**src/frame_timer_pkg.sv**
```systemverilog
// Functional notes
// - Both bytes form 16-bit auto-reload up-counter.
// - 16-bit wrap loads reload value, sets high flag.
// - Timer interrupt on each full 16-bit overflow.
// - Low byte wrap interrupts when low enable set.
// - Split mode: two independent 8-bit reload counters.
// - Run bit gates all, or high byte only.
// - Per-byte select: system clock or alternate source.
// - High and low wraps set their overflow flags.
// - Split interrupts: high wraps, plus low if enabled.
// - Overflow flags cleared only by software writes.
// - Capture mode: 16-bit free wrap, SOF copies count.
// - Split capture: bytes wrap alone, SOF copies both.
// - Each SOF capture raises timer interrupt if enabled.
// - Low wrap sets low flag in every mode.
// - Control bit 1 reads zero, writes ignored.
// - Alternate source: 0 is /12, 1 is external /8.
// - Outside split, low select clocks whole timer.
// - High select matters only in split mode.
package frame_timer_pkg;

    // Register addresses on the special function register bus.
    localparam logic [7:0] ADDR_TIMER_CONTROL = 8'hc8;
    localparam logic [7:0] ADDR_RELOAD_LOW    = 8'hca;
    localparam logic [7:0] ADDR_RELOAD_HIGH   = 8'hcb;
    localparam logic [7:0] ADDR_COUNT_LOW     = 8'hcc;
    localparam logic [7:0] ADDR_COUNT_HIGH    = 8'hcd;

    // Bit positions inside the control register.
    localparam int BIT_HIGH_FLAG  = 7;
    localparam int BIT_LOW_FLAG   = 6;
    localparam int BIT_LOW_IRQ_EN = 5;
    localparam int BIT_FRAME_CAP  = 4;
    localparam int BIT_SPLIT      = 3;
    localparam int BIT_RUN        = 2;
    localparam int BIT_ALT_CLK    = 0;

    // Prescaler figures for the two alternate sources.
    localparam logic [3:0] SYS_DIV_LAST = 4'hb;
    localparam logic [2:0] EXT_DIV_LAST = 3'h7;

    // Byte values at which the counters wrap.
    localparam logic [7:0] BYTE_MAX   = 8'hff;
    localparam logic [7:0] BYTE_ZERO  = 8'h00;
    localparam logic [7:0] BYTE_ONE   = 8'h01;
    localparam logic [7:0] READ_ZERO  = 8'h00;

    // Complete state of the timer, registered as one word.
    typedef struct packed {
        logic [7:0] count_low;
        logic [7:0] count_high;
        logic [7:0] reload_low;
        logic [7:0] reload_high;
        logic       high_flag;
        logic       low_flag;
        logic       low_irq_en;
        logic       frame_capture;
        logic       split;
        logic       run;
        logic       alt_clk;
        logic [3:0] sys_div;
        logic [2:0] ext_sync;
        logic       ext_level;
        logic [2:0] ext_div;
        logic [7:0] rdata;
    } state_type;

    localparam state_type STATE_RESET = '0;

endpackage

```
**src/frame_capture_reload_timer.sv**
```systemverilog
`timescale 1ns/1ps
module frame_capture_reload_timer (
    // Clock and synchronous active-low reset.
    input  wire logic       core_clk,
    input  wire logic       rst_n,
    // Special function register bus.
    input  wire logic [7:0] sfr_addr,
    input  wire logic       sfr_wr,
    input  wire logic       sfr_rd,
    input  wire logic [7:0] sfr_wdata,
    output logic      [7:0] sfr_rdata,
    // Clock select bits held in the shared clock configuration register.
    input  wire logic       high_byte_clock_select,
    input  wire logic       low_byte_clock_select,
    // Interrupt enable from the interrupt controller.
    input  wire logic       timer_irq_enable,
    // Start-of-frame pulse from the USB controller.
    input  wire logic       usb_sof_pulse,
    // External oscillator pin.
    input  wire logic       ext_osc_pin,
    // Interrupt request to the interrupt controller.
    output logic            timer_irq
);
    import frame_timer_pkg::*;

    ////////////////////////////////////////////////////////////////////////////
    // State and decoded bus strobes.

    state_type r_reg;             // Registered state.
    state_type r_next;            // Next state from the combinational block.

    logic wr_ctrl;                // Write to the control register.
    logic wr_rl;                  // Write to the reload low byte.
    logic wr_rh;                  // Write to the reload high byte.
    logic wr_cl;                  // Write to the count low byte.
    logic wr_ch;                  // Write to the count high byte.

    // Strobes are decoded straight from the bus. A write lands at the edge
    // that samples it, so a read issued in the next cycle already sees it.
    // Unmapped addresses decode to nothing and writes there are dropped.
    // No wait state is ever needed, which keeps the core's bus timing fixed.
    assign wr_ctrl = sfr_wr && (sfr_addr == ADDR_TIMER_CONTROL);
    assign wr_rl   = sfr_wr && (sfr_addr == ADDR_RELOAD_LOW);
    assign wr_rh   = sfr_wr && (sfr_addr == ADDR_RELOAD_HIGH);
    assign wr_cl   = sfr_wr && (sfr_addr == ADDR_COUNT_LOW);
    assign wr_ch   = sfr_wr && (sfr_addr == ADDR_COUNT_HIGH);

    ////////////////////////////////////////////////////////////////////////////
    // Count enables.

    logic sys_tick;               // System clock divided by twelve.
    logic ext_rise;               // Filtered rising edge of the external clock.
    logic ext_tick;               // External clock divided by eight.
    logic alt_tick;               // Alternate source chosen by the control bit.
    logic low_tick;               // Clock for the low byte, or the whole timer.
    logic high_tick;              // Clock for the high byte in split mode.
    logic low_inc;                // Low byte increments this cycle.
    logic high_inc;               // High byte increments this cycle.
    logic low_wrap;               // Low byte passes from all ones to zero.
    logic high_wrap;              // High byte passes from all ones to zero.
    logic capture;                // Start-of-frame capture this cycle.

    // Every enable below is a single-cycle pulse, or held high when a select picks the system clock,
    // so the count moves by at most one per system clock whatever the selected source.
    assign sys_tick  = (r_reg.sys_div == SYS_DIV_LAST);
    assign ext_rise  = (r_reg.ext_sync[2] == r_reg.ext_sync[1]) && r_reg.ext_sync[2] && !r_reg.ext_level;
    assign ext_tick  = ext_rise && (r_reg.ext_div == EXT_DIV_LAST);
    assign alt_tick  = r_reg.alt_clk ? ext_tick : sys_tick;
    assign low_tick  = low_byte_clock_select ? 1'b1 : alt_tick;
    // Outside split mode the high byte select is ignored altogether.
    assign high_tick = high_byte_clock_select ? 1'b1 : alt_tick;

    // In split mode the low byte runs regardless of the run bit.
    assign low_inc   = r_reg.split ? low_tick : (r_reg.run && low_tick);
    assign low_wrap  = low_inc && (r_reg.count_low == BYTE_MAX);
    // Outside split mode the high byte is the carry of the low byte.
    assign high_inc  = r_reg.split ? (r_reg.run && high_tick) : low_wrap;
    assign high_wrap = high_inc && (r_reg.count_high == BYTE_MAX);

    // The SOF pulse is taken as already synchronous and one cycle wide.
    assign capture   = r_reg.frame_capture && usb_sof_pulse;

    ////////////////////////////////////////////////////////////////////////////
    // Next-state logic.

    // One process computes the whole next state; writes override counting.
    always_comb begin
        r_next = r_reg;

        // Free-running divide-by-twelve prescaler.
        // It never stops, so the first tick after starting the timer comes
        // one to twelve cycles later. That jitter is accepted because a
        // resettable prescaler would cost a control path for little gain.
        if (sys_tick) begin
            r_next.sys_div = '0;
        end else begin
            r_next.sys_div = r_reg.sys_div + 4'h1;
        end

        // Three-stage pin synchroniser; a change counts once stages agree.
        // The first stage may go metastable, so it is only ever shifted on.
        // Requiring the second and third stages to match also rejects a
        // glitch of a single cycle, at the price of three to four cycles
        // of latency on the pin. The oscillator must stay well below half
        // the system clock or edges will be lost.
        r_next.ext_sync = {r_reg.ext_sync[1:0], ext_osc_pin};
        if (r_reg.ext_sync[2] == r_reg.ext_sync[1]) begin
            r_next.ext_level = r_reg.ext_sync[2];
        end
        // The divide-by-eight counts filtered rising edges.
        if (ext_rise) begin
            r_next.ext_div = r_reg.ext_div + 3'h1;
        end

        // Low byte: wraps to zero, or reloads in auto-reload modes.
        // In capture modes nothing reloads: the count must run freely so
        // that software can take the difference of two captures.
        // Outside split mode the low byte reloads only together with the
        // high byte, otherwise it simply rolls over and carries.
        if (low_inc) begin
            if (low_wrap) begin
                // Non-split reload only on the full sixteen-bit wrap.
                if (!r_reg.frame_capture && (r_reg.split || high_wrap)) begin
                    r_next.count_low = r_reg.reload_low;
                end else begin
                    r_next.count_low = BYTE_ZERO;
                end
            end else begin
                r_next.count_low = r_reg.count_low + BYTE_ONE;
            end
        end

        // High byte.
        if (high_inc) begin
            if (high_wrap) begin
                r_next.count_high = r_reg.frame_capture ? BYTE_ZERO : r_reg.reload_high;
            end else begin
                r_next.count_high = r_reg.count_high + BYTE_ONE;
            end
        end

        // Software writes to the counter take precedence over a tick.
        if (wr_cl) begin
            r_next.count_low = sfr_wdata;
        end
        if (wr_ch) begin
            r_next.count_high = sfr_wdata;
        end

        // Reload bytes: software write, then capture which wins a collision.
        if (wr_rl) begin
            r_next.reload_low = sfr_wdata;
        end
        if (wr_rh) begin
            r_next.reload_high = sfr_wdata;
        end
        if (capture) begin
            r_next.reload_low  = r_reg.count_low;
            r_next.reload_high = r_reg.count_high;
        end

        // Control register; bit 1 has no storage behind it.
        // The flag bits are written like any other bit; a zero clears a flag
        // unless hardware sets it again in the same cycle, below.
        if (wr_ctrl) begin
            r_next.high_flag     = sfr_wdata[BIT_HIGH_FLAG];
            r_next.low_flag      = sfr_wdata[BIT_LOW_FLAG];
            r_next.low_irq_en    = sfr_wdata[BIT_LOW_IRQ_EN];
            r_next.frame_capture = sfr_wdata[BIT_FRAME_CAP];
            r_next.split         = sfr_wdata[BIT_SPLIT];
            r_next.run           = sfr_wdata[BIT_RUN];
            r_next.alt_clk       = sfr_wdata[BIT_ALT_CLK];
        end

        // Hardware sets win over a software clear in the same cycle, and
        // nothing in hardware ever clears a flag.
        if (high_wrap || capture) begin
            r_next.high_flag = 1'b1;
        end
        if (low_wrap) begin
            r_next.low_flag = 1'b1;
        end

        // Read data is registered and answers one cycle after the strobe.
        // Reads have no side effects, so a read may be repeated freely.
        // The high byte is not latched on a low read: software reading a
        // running sixteen-bit count must stop it or read twice.
        if (sfr_rd) begin
            unique case (sfr_addr)
                ADDR_TIMER_CONTROL: begin
                    r_next.rdata = {r_reg.high_flag, r_reg.low_flag, r_reg.low_irq_en, r_reg.frame_capture,
                                    r_reg.split, r_reg.run, 1'b0, r_reg.alt_clk};
                end
                ADDR_RELOAD_LOW:  r_next.rdata = r_reg.reload_low;
                ADDR_RELOAD_HIGH: r_next.rdata = r_reg.reload_high;
                ADDR_COUNT_LOW:   r_next.rdata = r_reg.count_low;
                ADDR_COUNT_HIGH:  r_next.rdata = r_reg.count_high;
                // Unmapped addresses read as zero.
                default:          r_next.rdata = READ_ZERO;
            endcase
        end
    end

    // Single state register with synchronous reset.
    always_ff @(posedge core_clk) begin
        if (!rst_n) begin
            r_reg <= STATE_RESET;
        end else begin
            r_reg <= r_next;
        end
    end

    ////////////////////////////////////////////////////////////////////////////
    // Outputs.

    // The read word stands until the next read strobe.
    assign sfr_rdata = r_reg.rdata;
    // The enable comes from outside and is applied without a register, so
    // masking the request takes effect in the same cycle.
    // The request is a level that follows the sticky flags, so a capture or
    // overflow stays requested until software clears the flag.
    assign timer_irq = timer_irq_enable && (r_reg.high_flag || (r_reg.low_flag && r_reg.low_irq_en));

    ////////////////////////////////////////////////////////////////////////////
    // Assertions.

    a_full_wrap_reload: assert property (@(posedge core_clk) disable iff (!rst_n)
        (!r_reg.split && !r_reg.frame_capture && r_reg.run && low_tick && {r_reg.count_high, r_reg.count_low} == 16'hffff
         && !sfr_wr) |=> ({r_reg.count_high, r_reg.count_low} == {$past(r_reg.reload_high), $past(r_reg.reload_low)})
         && r_reg.high_flag)
        else $error("full wrap did not reload or flag");

    a_capture_free_wrap: assert property (@(posedge core_clk) disable iff (!rst_n)
        (!r_reg.split && r_reg.frame_capture && r_reg.run && low_tick && {r_reg.count_high, r_reg.count_low} == 16'hffff
         && !sfr_wr) |=> {r_reg.count_high, r_reg.count_low} == 16'h0000)
        else $error("capture mode counter did not wrap to zero");

    a_sof_copies_count: assert property (@(posedge core_clk) disable iff (!rst_n)
        (capture && !sfr_wr) |=> (r_reg.reload_low == $past(r_reg.count_low))
        && (r_reg.reload_high == $past(r_reg.count_high)) && r_reg.high_flag)
        else $error("frame capture did not copy count");

    a_split_high_reload: assert property (@(posedge core_clk) disable iff (!rst_n)
        (r_reg.split && !r_reg.frame_capture && high_wrap && !sfr_wr) |=> r_reg.count_high == $past(r_reg.reload_high))
        else $error("split high byte did not reload");

    a_split_low_runs: assert property (@(posedge core_clk) disable iff (!rst_n)
        (r_reg.split && !r_reg.run && low_byte_clock_select && r_reg.count_low != BYTE_MAX && !sfr_wr)
        |=> r_reg.count_low == $past(r_reg.count_low) + BYTE_ONE)
        else $error("split low byte stopped with run clear");

    a_stopped_high_holds: assert property (@(posedge core_clk) disable iff (!rst_n)
        (!r_reg.run && !wr_ch) |=> $stable(r_reg.count_high))
        else $error("high byte moved with run clear");

    a_flags_sticky: assert property (@(posedge core_clk) disable iff (!rst_n)
        (r_reg.high_flag && r_reg.low_flag && !wr_ctrl) |=> (r_reg.high_flag && r_reg.low_flag))
        else $error("overflow flag cleared without write");

    a_low_wrap_flag: assert property (@(posedge core_clk) disable iff (!rst_n)
        low_wrap |=> r_reg.low_flag)
        else $error("low wrap did not set low flag");

    a_high_wrap_irq: assert property (@(posedge core_clk) disable iff (!rst_n)
        (high_wrap && timer_irq_enable) |=> (timer_irq || !timer_irq_enable))
        else $error("interrupt missing after high overflow");

    a_bit1_reads_zero: assert property (@(posedge core_clk) disable iff (!rst_n)
        (sfr_rd && sfr_addr == ADDR_TIMER_CONTROL) |=> !sfr_rdata[1])
        else $error("unused control bit read as one");

    a_one_step_only: assert property (@(posedge core_clk) disable iff (!rst_n)
        (r_reg.split && !sfr_wr && r_reg.count_low != BYTE_MAX)
        |=> (r_reg.count_low - $past(r_reg.count_low)) <= BYTE_ONE)
        else $error("low byte advanced by more than one");

    ////////////////////////////////////////////////////////////////////////////
    // Further checks on events and on what must stay still.
    // Each one excludes the bus writes that may legally move its target, so
    // a firing always means the counting logic itself went wrong.
    // The interrupt checks allow the outside enable to drop in the cycle
    // after the event, since that input is not ours to hold.

    // A low wrap with its enable set must request an interrupt.
    // Writes to control are excluded because they may clear the enable.
    a_low_wrap_irq: assert property (@(posedge core_clk) disable iff (!rst_n)
        (low_wrap && r_reg.low_irq_en && !wr_ctrl && timer_irq_enable) |=> (timer_irq || !timer_irq_enable))
        else $error("interrupt missing after low overflow");

    // Every capture must request an interrupt when enabled.
    // The high flag carries the request, so a clear cannot hide it.
    a_capture_irq: assert property (@(posedge core_clk) disable iff (!rst_n)
        (capture && timer_irq_enable) |=> (timer_irq || !timer_irq_enable))
        else $error("interrupt missing after frame capture");

    // Outside split mode a low wrap without a full wrap carries upward.
    // The low byte must restart from zero in that case.
    a_carry_into_high: assert property (@(posedge core_clk) disable iff (!rst_n)
        (!r_reg.split && low_wrap && !high_wrap && !sfr_wr)
        |=> (r_reg.count_high == $past(r_reg.count_high) + BYTE_ONE) && (r_reg.count_low == BYTE_ZERO))
        else $error("low wrap did not carry into high byte");

    // In split reload mode the low byte reloads from its own byte.
    // Capture is off here, so the reload byte cannot move underneath.
    a_split_low_reload: assert property (@(posedge core_clk) disable iff (!rst_n)
        (r_reg.split && !r_reg.frame_capture && low_wrap && !sfr_wr) |=> r_reg.count_low == $past(r_reg.reload_low))
        else $error("split low byte did not reload");

    // In split capture mode each byte rolls over to zero.
    // A reload here would corrupt the captured difference.
    a_split_capture_wrap: assert property (@(posedge core_clk) disable iff (!rst_n)
        (r_reg.split && r_reg.frame_capture && low_wrap && !sfr_wr) |=> r_reg.count_low == BYTE_ZERO)
        else $error("split capture low byte did not wrap to zero");

    // A high wrap always sets the high flag.
    // The set must win even against a clearing write.
    a_high_wrap_flag: assert property (@(posedge core_clk) disable iff (!rst_n)
        high_wrap |=> r_reg.high_flag)
        else $error("high wrap did not set high flag");

    // Outside split mode the run bit stops the whole counter.
    // Only a direct write may then move the low byte.
    a_stopped_whole: assert property (@(posedge core_clk) disable iff (!rst_n)
        (!r_reg.split && !r_reg.run && !wr_cl) |=> $stable(r_reg.count_low))
        else $error("low byte moved with run clear outside split");

    // Outside split mode the high byte moves only on a low carry.
    // Its own clock select therefore can have no effect.
    a_high_select_ignored: assert property (@(posedge core_clk) disable iff (!rst_n)
        (!r_reg.split && !low_inc && !wr_ch) |=> $stable(r_reg.count_high))
        else $error("high byte moved without a low carry");

    // The prescaler must never pass its last state.
    // A stray count here would stretch the divide ratio.
    a_prescale_bound: assert property (@(posedge core_clk) disable iff (!rst_n)
        r_reg.sys_div <= SYS_DIV_LAST)
        else $error("prescaler left its range");

    // The reload low byte changes only by a write or a capture.
    // A reload of the counter must not disturb them.
    a_reload_holds: assert property (@(posedge core_clk) disable iff (!rst_n)
        (!capture && !wr_rl) |=> $stable(r_reg.reload_low))
        else $error("reload low byte changed on its own");

endmodule

```
**config.mk**
```make
export PLATFORM = sky130hd
export DESIGN_NAME = frame_capture_reload_timer
export DESIGN_NICKNAME = d
export VERILOG_FILES = /design/src/frame_timer_pkg.sv /design/src/frame_capture_reload_timer.sv
export SDC_FILE = /design/constraint.sdc
export NUM_CORES = 1
export LEC_CHECK = 0
export ABC_AREA = 1
export BUFFER_PORTS_ARGS = -buffer_cell sky130_fd_sc_hd__buf_2
export CAP_MARGIN = 40
export CELL_PAD_IN_SITES_DETAIL_PLACEMENT = 2
export CELL_PAD_IN_SITES_GLOBAL_PLACEMENT = 2
export CORE_ASPECT_RATIO = 1.5
export CORE_MARGIN = 1.5
export CORE_UTILIZATION = 33
export DETAILED_ROUTE_END_ITERATION = 7
export PLACE_DENSITY = 0.81
export SLEW_MARGIN = 25
export SYNTH_ARGS = -nofsm -noshare
export SYNTH_HDL_FRONTEND = slang
export SYNTH_SLANG_ARGS = --single-unit
```
**constraint.sdc**
```tcl
create_clock -name core_clk -period 1.8 [get_ports core_clk]
set_input_delay 0.45 -clock core_clk [delete_from_list [all_inputs] [get_ports core_clk]]
set_output_delay 0.45 -clock core_clk [all_outputs]
set_load 0.005 [all_outputs]
```
==> impl_metrics.py <==
metrics = {
    "setup_path": {
        "critPathLaunchType": "flip-flop",
        "critPathTopFamily": "simple AND/OR/NAND/NOR gates",
        "cp-end-kind": "flip-flop",
        "reg2regPathDepth": 11,
        "r2r_start": "r_reg[8]",
        "cp.arrival_ns": 2.10,
        "cp_cell_sequence": "ha_4, ha_4, nand4_1, nand3_2, nand3_4, nand2_2, nand3_4, buf_12, nor2_2, nor2_1, nor2_1",
        "path_buf_inv": 1,
        "critPathKind": "flip-flop to flip-flop",
        "crit_slowest_cell": "dfxtp_2",
        "path_max_fanout": 5,
        "r2r-end": "r_reg[43]",
        "crit_required_ns": 2.08,
        "cp_slowest_stage_delay_ns": 0.36,
        "regToRegSetupSlack_ns": -0.02,
    },
    "grt": {
        "grtUsageTotal": 0.3017,
        "grt_max_degree": 21,
        "grt_pass1_vias": 4418,
        "antenna_found_initial": 0,
        "gr-total-overflow": 0,
        "grt_pass1_wl_um": 24810,
    },
    "clock_tree": {
        "cts-buffers-inserted": 9,
        "worstSkewPairLatency_ns": 0.35,
        "root_buffer": "clkbuf_16",
        "cts.reportedPaths.clkPinSlew_ns": 0.05,
        "h-tree-depth": 3,
        "clock_path_buffers": 2,
        "clkSinkCount": 58,
        "cts_tree": "yes",
    },
    "drt": {
        "routed_via_density": 5.680,
        "wl_um": 16860,
        "drt_iter0_drc": 208,
        "vias": 3919,
        "wire_per_inst_um": 24.43,
        "postRouteAntennaNets": 0,
        "drc": 0,
        "drt_first_pass_iters": 4,
    },
    "timing": {
        "worst_slew_pin_slew_ns": 0.4069,
        "clock.fmax_mhz": 548.0,
        "rsz0062_at_grt": "true",
        "slew_violations": 0,
        "report.final.hold_viol_count": 0,
        "finalSetupViolCount": 1,
        "fin_crit_ns": 1.825,
        "slew_headroom": 0.7264,
        "setup_slack_ns": -0.02481,
        "finalClockSkew_ns": 0.005756,
        "min_period_over_period": 1.014,
        "setup_tns_ns": -0.02481,
    },
    "hold_path": {
        "worstHoldPathCells": 3,
        "hp-start": "ext_osc_pin",
        "hp-class": "primary input to flip-flop",
        "min_to": "r_next[13]",
    },
    "yosys": {
        "netlist_instances": 505,
        "ys_warn_count": 0,
        "synthFlopType": "dfxtp_1",
        "async_reset_ff_frac": 0,
        "synth_edf_count": 0,
        "ys_ff_latch": 58,
        "synth-adder-area-share": 0.02172,
        "synth_top_cells_by_count": "86 x nand2_1, 67 x inv_1, 63 x nor2_1",
        "synth_compound_area_frac": 0.2150,
        "synth-seq-area-share": 0.3359,
        "synth.top_cell.area_share": 0.3359,
        "yosysTopAreaCell": "dfxtp_1",
        "synthXorXnorAreaFrac": 0.02787,
        "synthMuxAreaShare": 0,
        "syn_area_mm2": 0.003457,
        "yosysMostFrequentCell": "nand2_1",
        "synthSimpleGateAreaFrac": 0.2877,
        "synth_top_family_by_area": "simple AND/OR/NAND/NOR gates",
        "syn-num-nets": 536,
        "syn_area_per_cell_um2": 6.846,
        "synthTopCellsByArea": "dfxtp_1 34%, nand2_1 9.3%, inv_1 7.3%, a21oi_1 7.2%, nor2_1 6.8%",
        "synth.distinct_cells": 45,
    },
    "job": {
        "maxCapViolations": 0,
    },
    "floorplan": {
        "num_io_pins": 34,
        "start_util": 0.3411,
        "core_mm2": 0.01013,
        "die_w_um": 86.57,
        "fp.dieH_um": 128.4,
        "rows": 45,
        "fp.dieArea_mm2": 0.01111,
    },
    "final_layout": {
        "diodes": 0,
        "final_util": 0.4472,
        "drive_above_1_share": 0.2897,
        "nFillCells": 1188,
        "final_cell_area_mm2": 0.004532,
        "areaGrowthSynthToFinish_pct": 31.09,
        "largest_reg_flops": 48,
        "nets": 599,
    },
    "place": {
        "place_area_mm2": 0.003974,
        "dp_hpwl_um": 11450,
        "port_buffers": 33,
        "routabilityCongestion": 0.8633,
    },
    "pwr": {
        "power_mw": 3.365,
        "peakVddDrop_uv": 450.3,
        "leakage_nw": 1.830,
        "power_density_mw_per_mm2": 742.6,
    },
    "outcome": {
        "outcome": "finished with violations",
        "violations": "setup timing",
    },
}
[cell usage in the layout, fill, tap and decap left out, drive strengths merged, types with 4 or more instances in the layout]
master  count
xor2        9
nor2       67
clkbuf     11
ha          6
clkinv      6
inv        69
nor3       11
o22ai      10
nand4      15
or2         4
dfxtp      58
a21oi      58
o21ai      47
nand2      92
nand3      21
buf        72
[power breakdown]
part           leakage [nW]  total, mW  switching (mW)  internal [mW]
combinational          1.21      0.226           0.152         0.0739
clock                 0.151       1.82           0.682           1.14
sequential            0.471       1.32          0.0138           1.30
[final cells by class]
cell class | count | area [µm²] | share of cell area
Clock buffer | 11 | 252.7 | 0.05577
Clock inverter | 5 | 52.55 | 0.01160
Inverter | 72 | 271.5 | 0.05991
Multi-Input combinational cell | 355 | 2126 | 0.4691
Sequential cell | 58 | 1164 | 0.2568
Tap cell | 117 | 146.4 | 0.03230
Timing Repair Buffer | 72 | 519.2 | 0.1146
[layer usage]
layer | GRT usage | up-vias | share of wire
li1 | - | 1780 | -
met4 | 0.1860 | 0 | 0.068
met5 | 0 | - | 0
met3 | 0.05067 | 65 | 0.041
met2 | 0.5625 | 125 | 0.53
met1 | 0.3065 | 1949 | 0.36
[cells by family (layout without fill, tap and decap cells)]
logic type / Yosys count / count (layout)
adders and majority gates: 6 / 6
AOI/OAI and AO/OA: 127 / 127
and+or+nand+nor: 211 / 211
buffers and inverters: 92 / 160
xor gates and xnor gates: 11 / 11
DFF: 58 / 58
[worst register-to-register path: stages, from the launching register on]
cell	delay, ns
dfxtp_2	0.36
ha_4	0.14
ha_4	0.11
nand4_1	0.16
nand3_2	0.21
nand3_4	0.12
nand2_2	0.10
nand3_4	0.14
buf_12	0.17
nor2_2	0.08
nor2_1	0.06
nor2_1	0.12
[worst max path at each step]
| stage | endpoint | slack [ns] | start | cells after the start |
|---|---|---|---|---|
| 2_1_floorplan | r_reg[34] | 0.12 | sfr_addr[6] | 8 |
| 3_3_place_gp | r_reg[48] | -0.06 | sfr_addr[6] | 10 |
| 3_5_place_dp | r_reg[19] | -0.13 | sfr_addr[5] | 7 |
| 4_1_cts | r_reg[53] | 0.00009 | r_reg[8] | 10 |
| 5_1_grt | r_reg[43] | -0.1 | r_reg[51] | 10 |
| 6_report | r_reg[43] | -0.02 | r_reg[8] | 11 |
[per-stage QoR]
stage / hold WS (ns) / std cells / setup slack (ns)
4_1_cts: 0.2839 / 687 / 0.00009392
5_1_grt: 0.3364 / 690 / -0.09894
6_report: 0.3409 / 690 / -0.02481
2_1_floorplan: 0.3905 / 505 / 0.1224
3_5_place_dp: 0.4145 / 671 / -0.1331
3_3_place_gp: 0.3953 / 671 / -0.05781
[timing repair]
item / 4_1_cts / 5_1_grt
setup endpoints to repair: 15 / 17
buffers inserted: 0 / 3
resized for setup: 11 / 42
hold buffers: 0 / 0
pin swaps: 3 / 16
No activity file was read; power rests on OpenSTA's default activity.
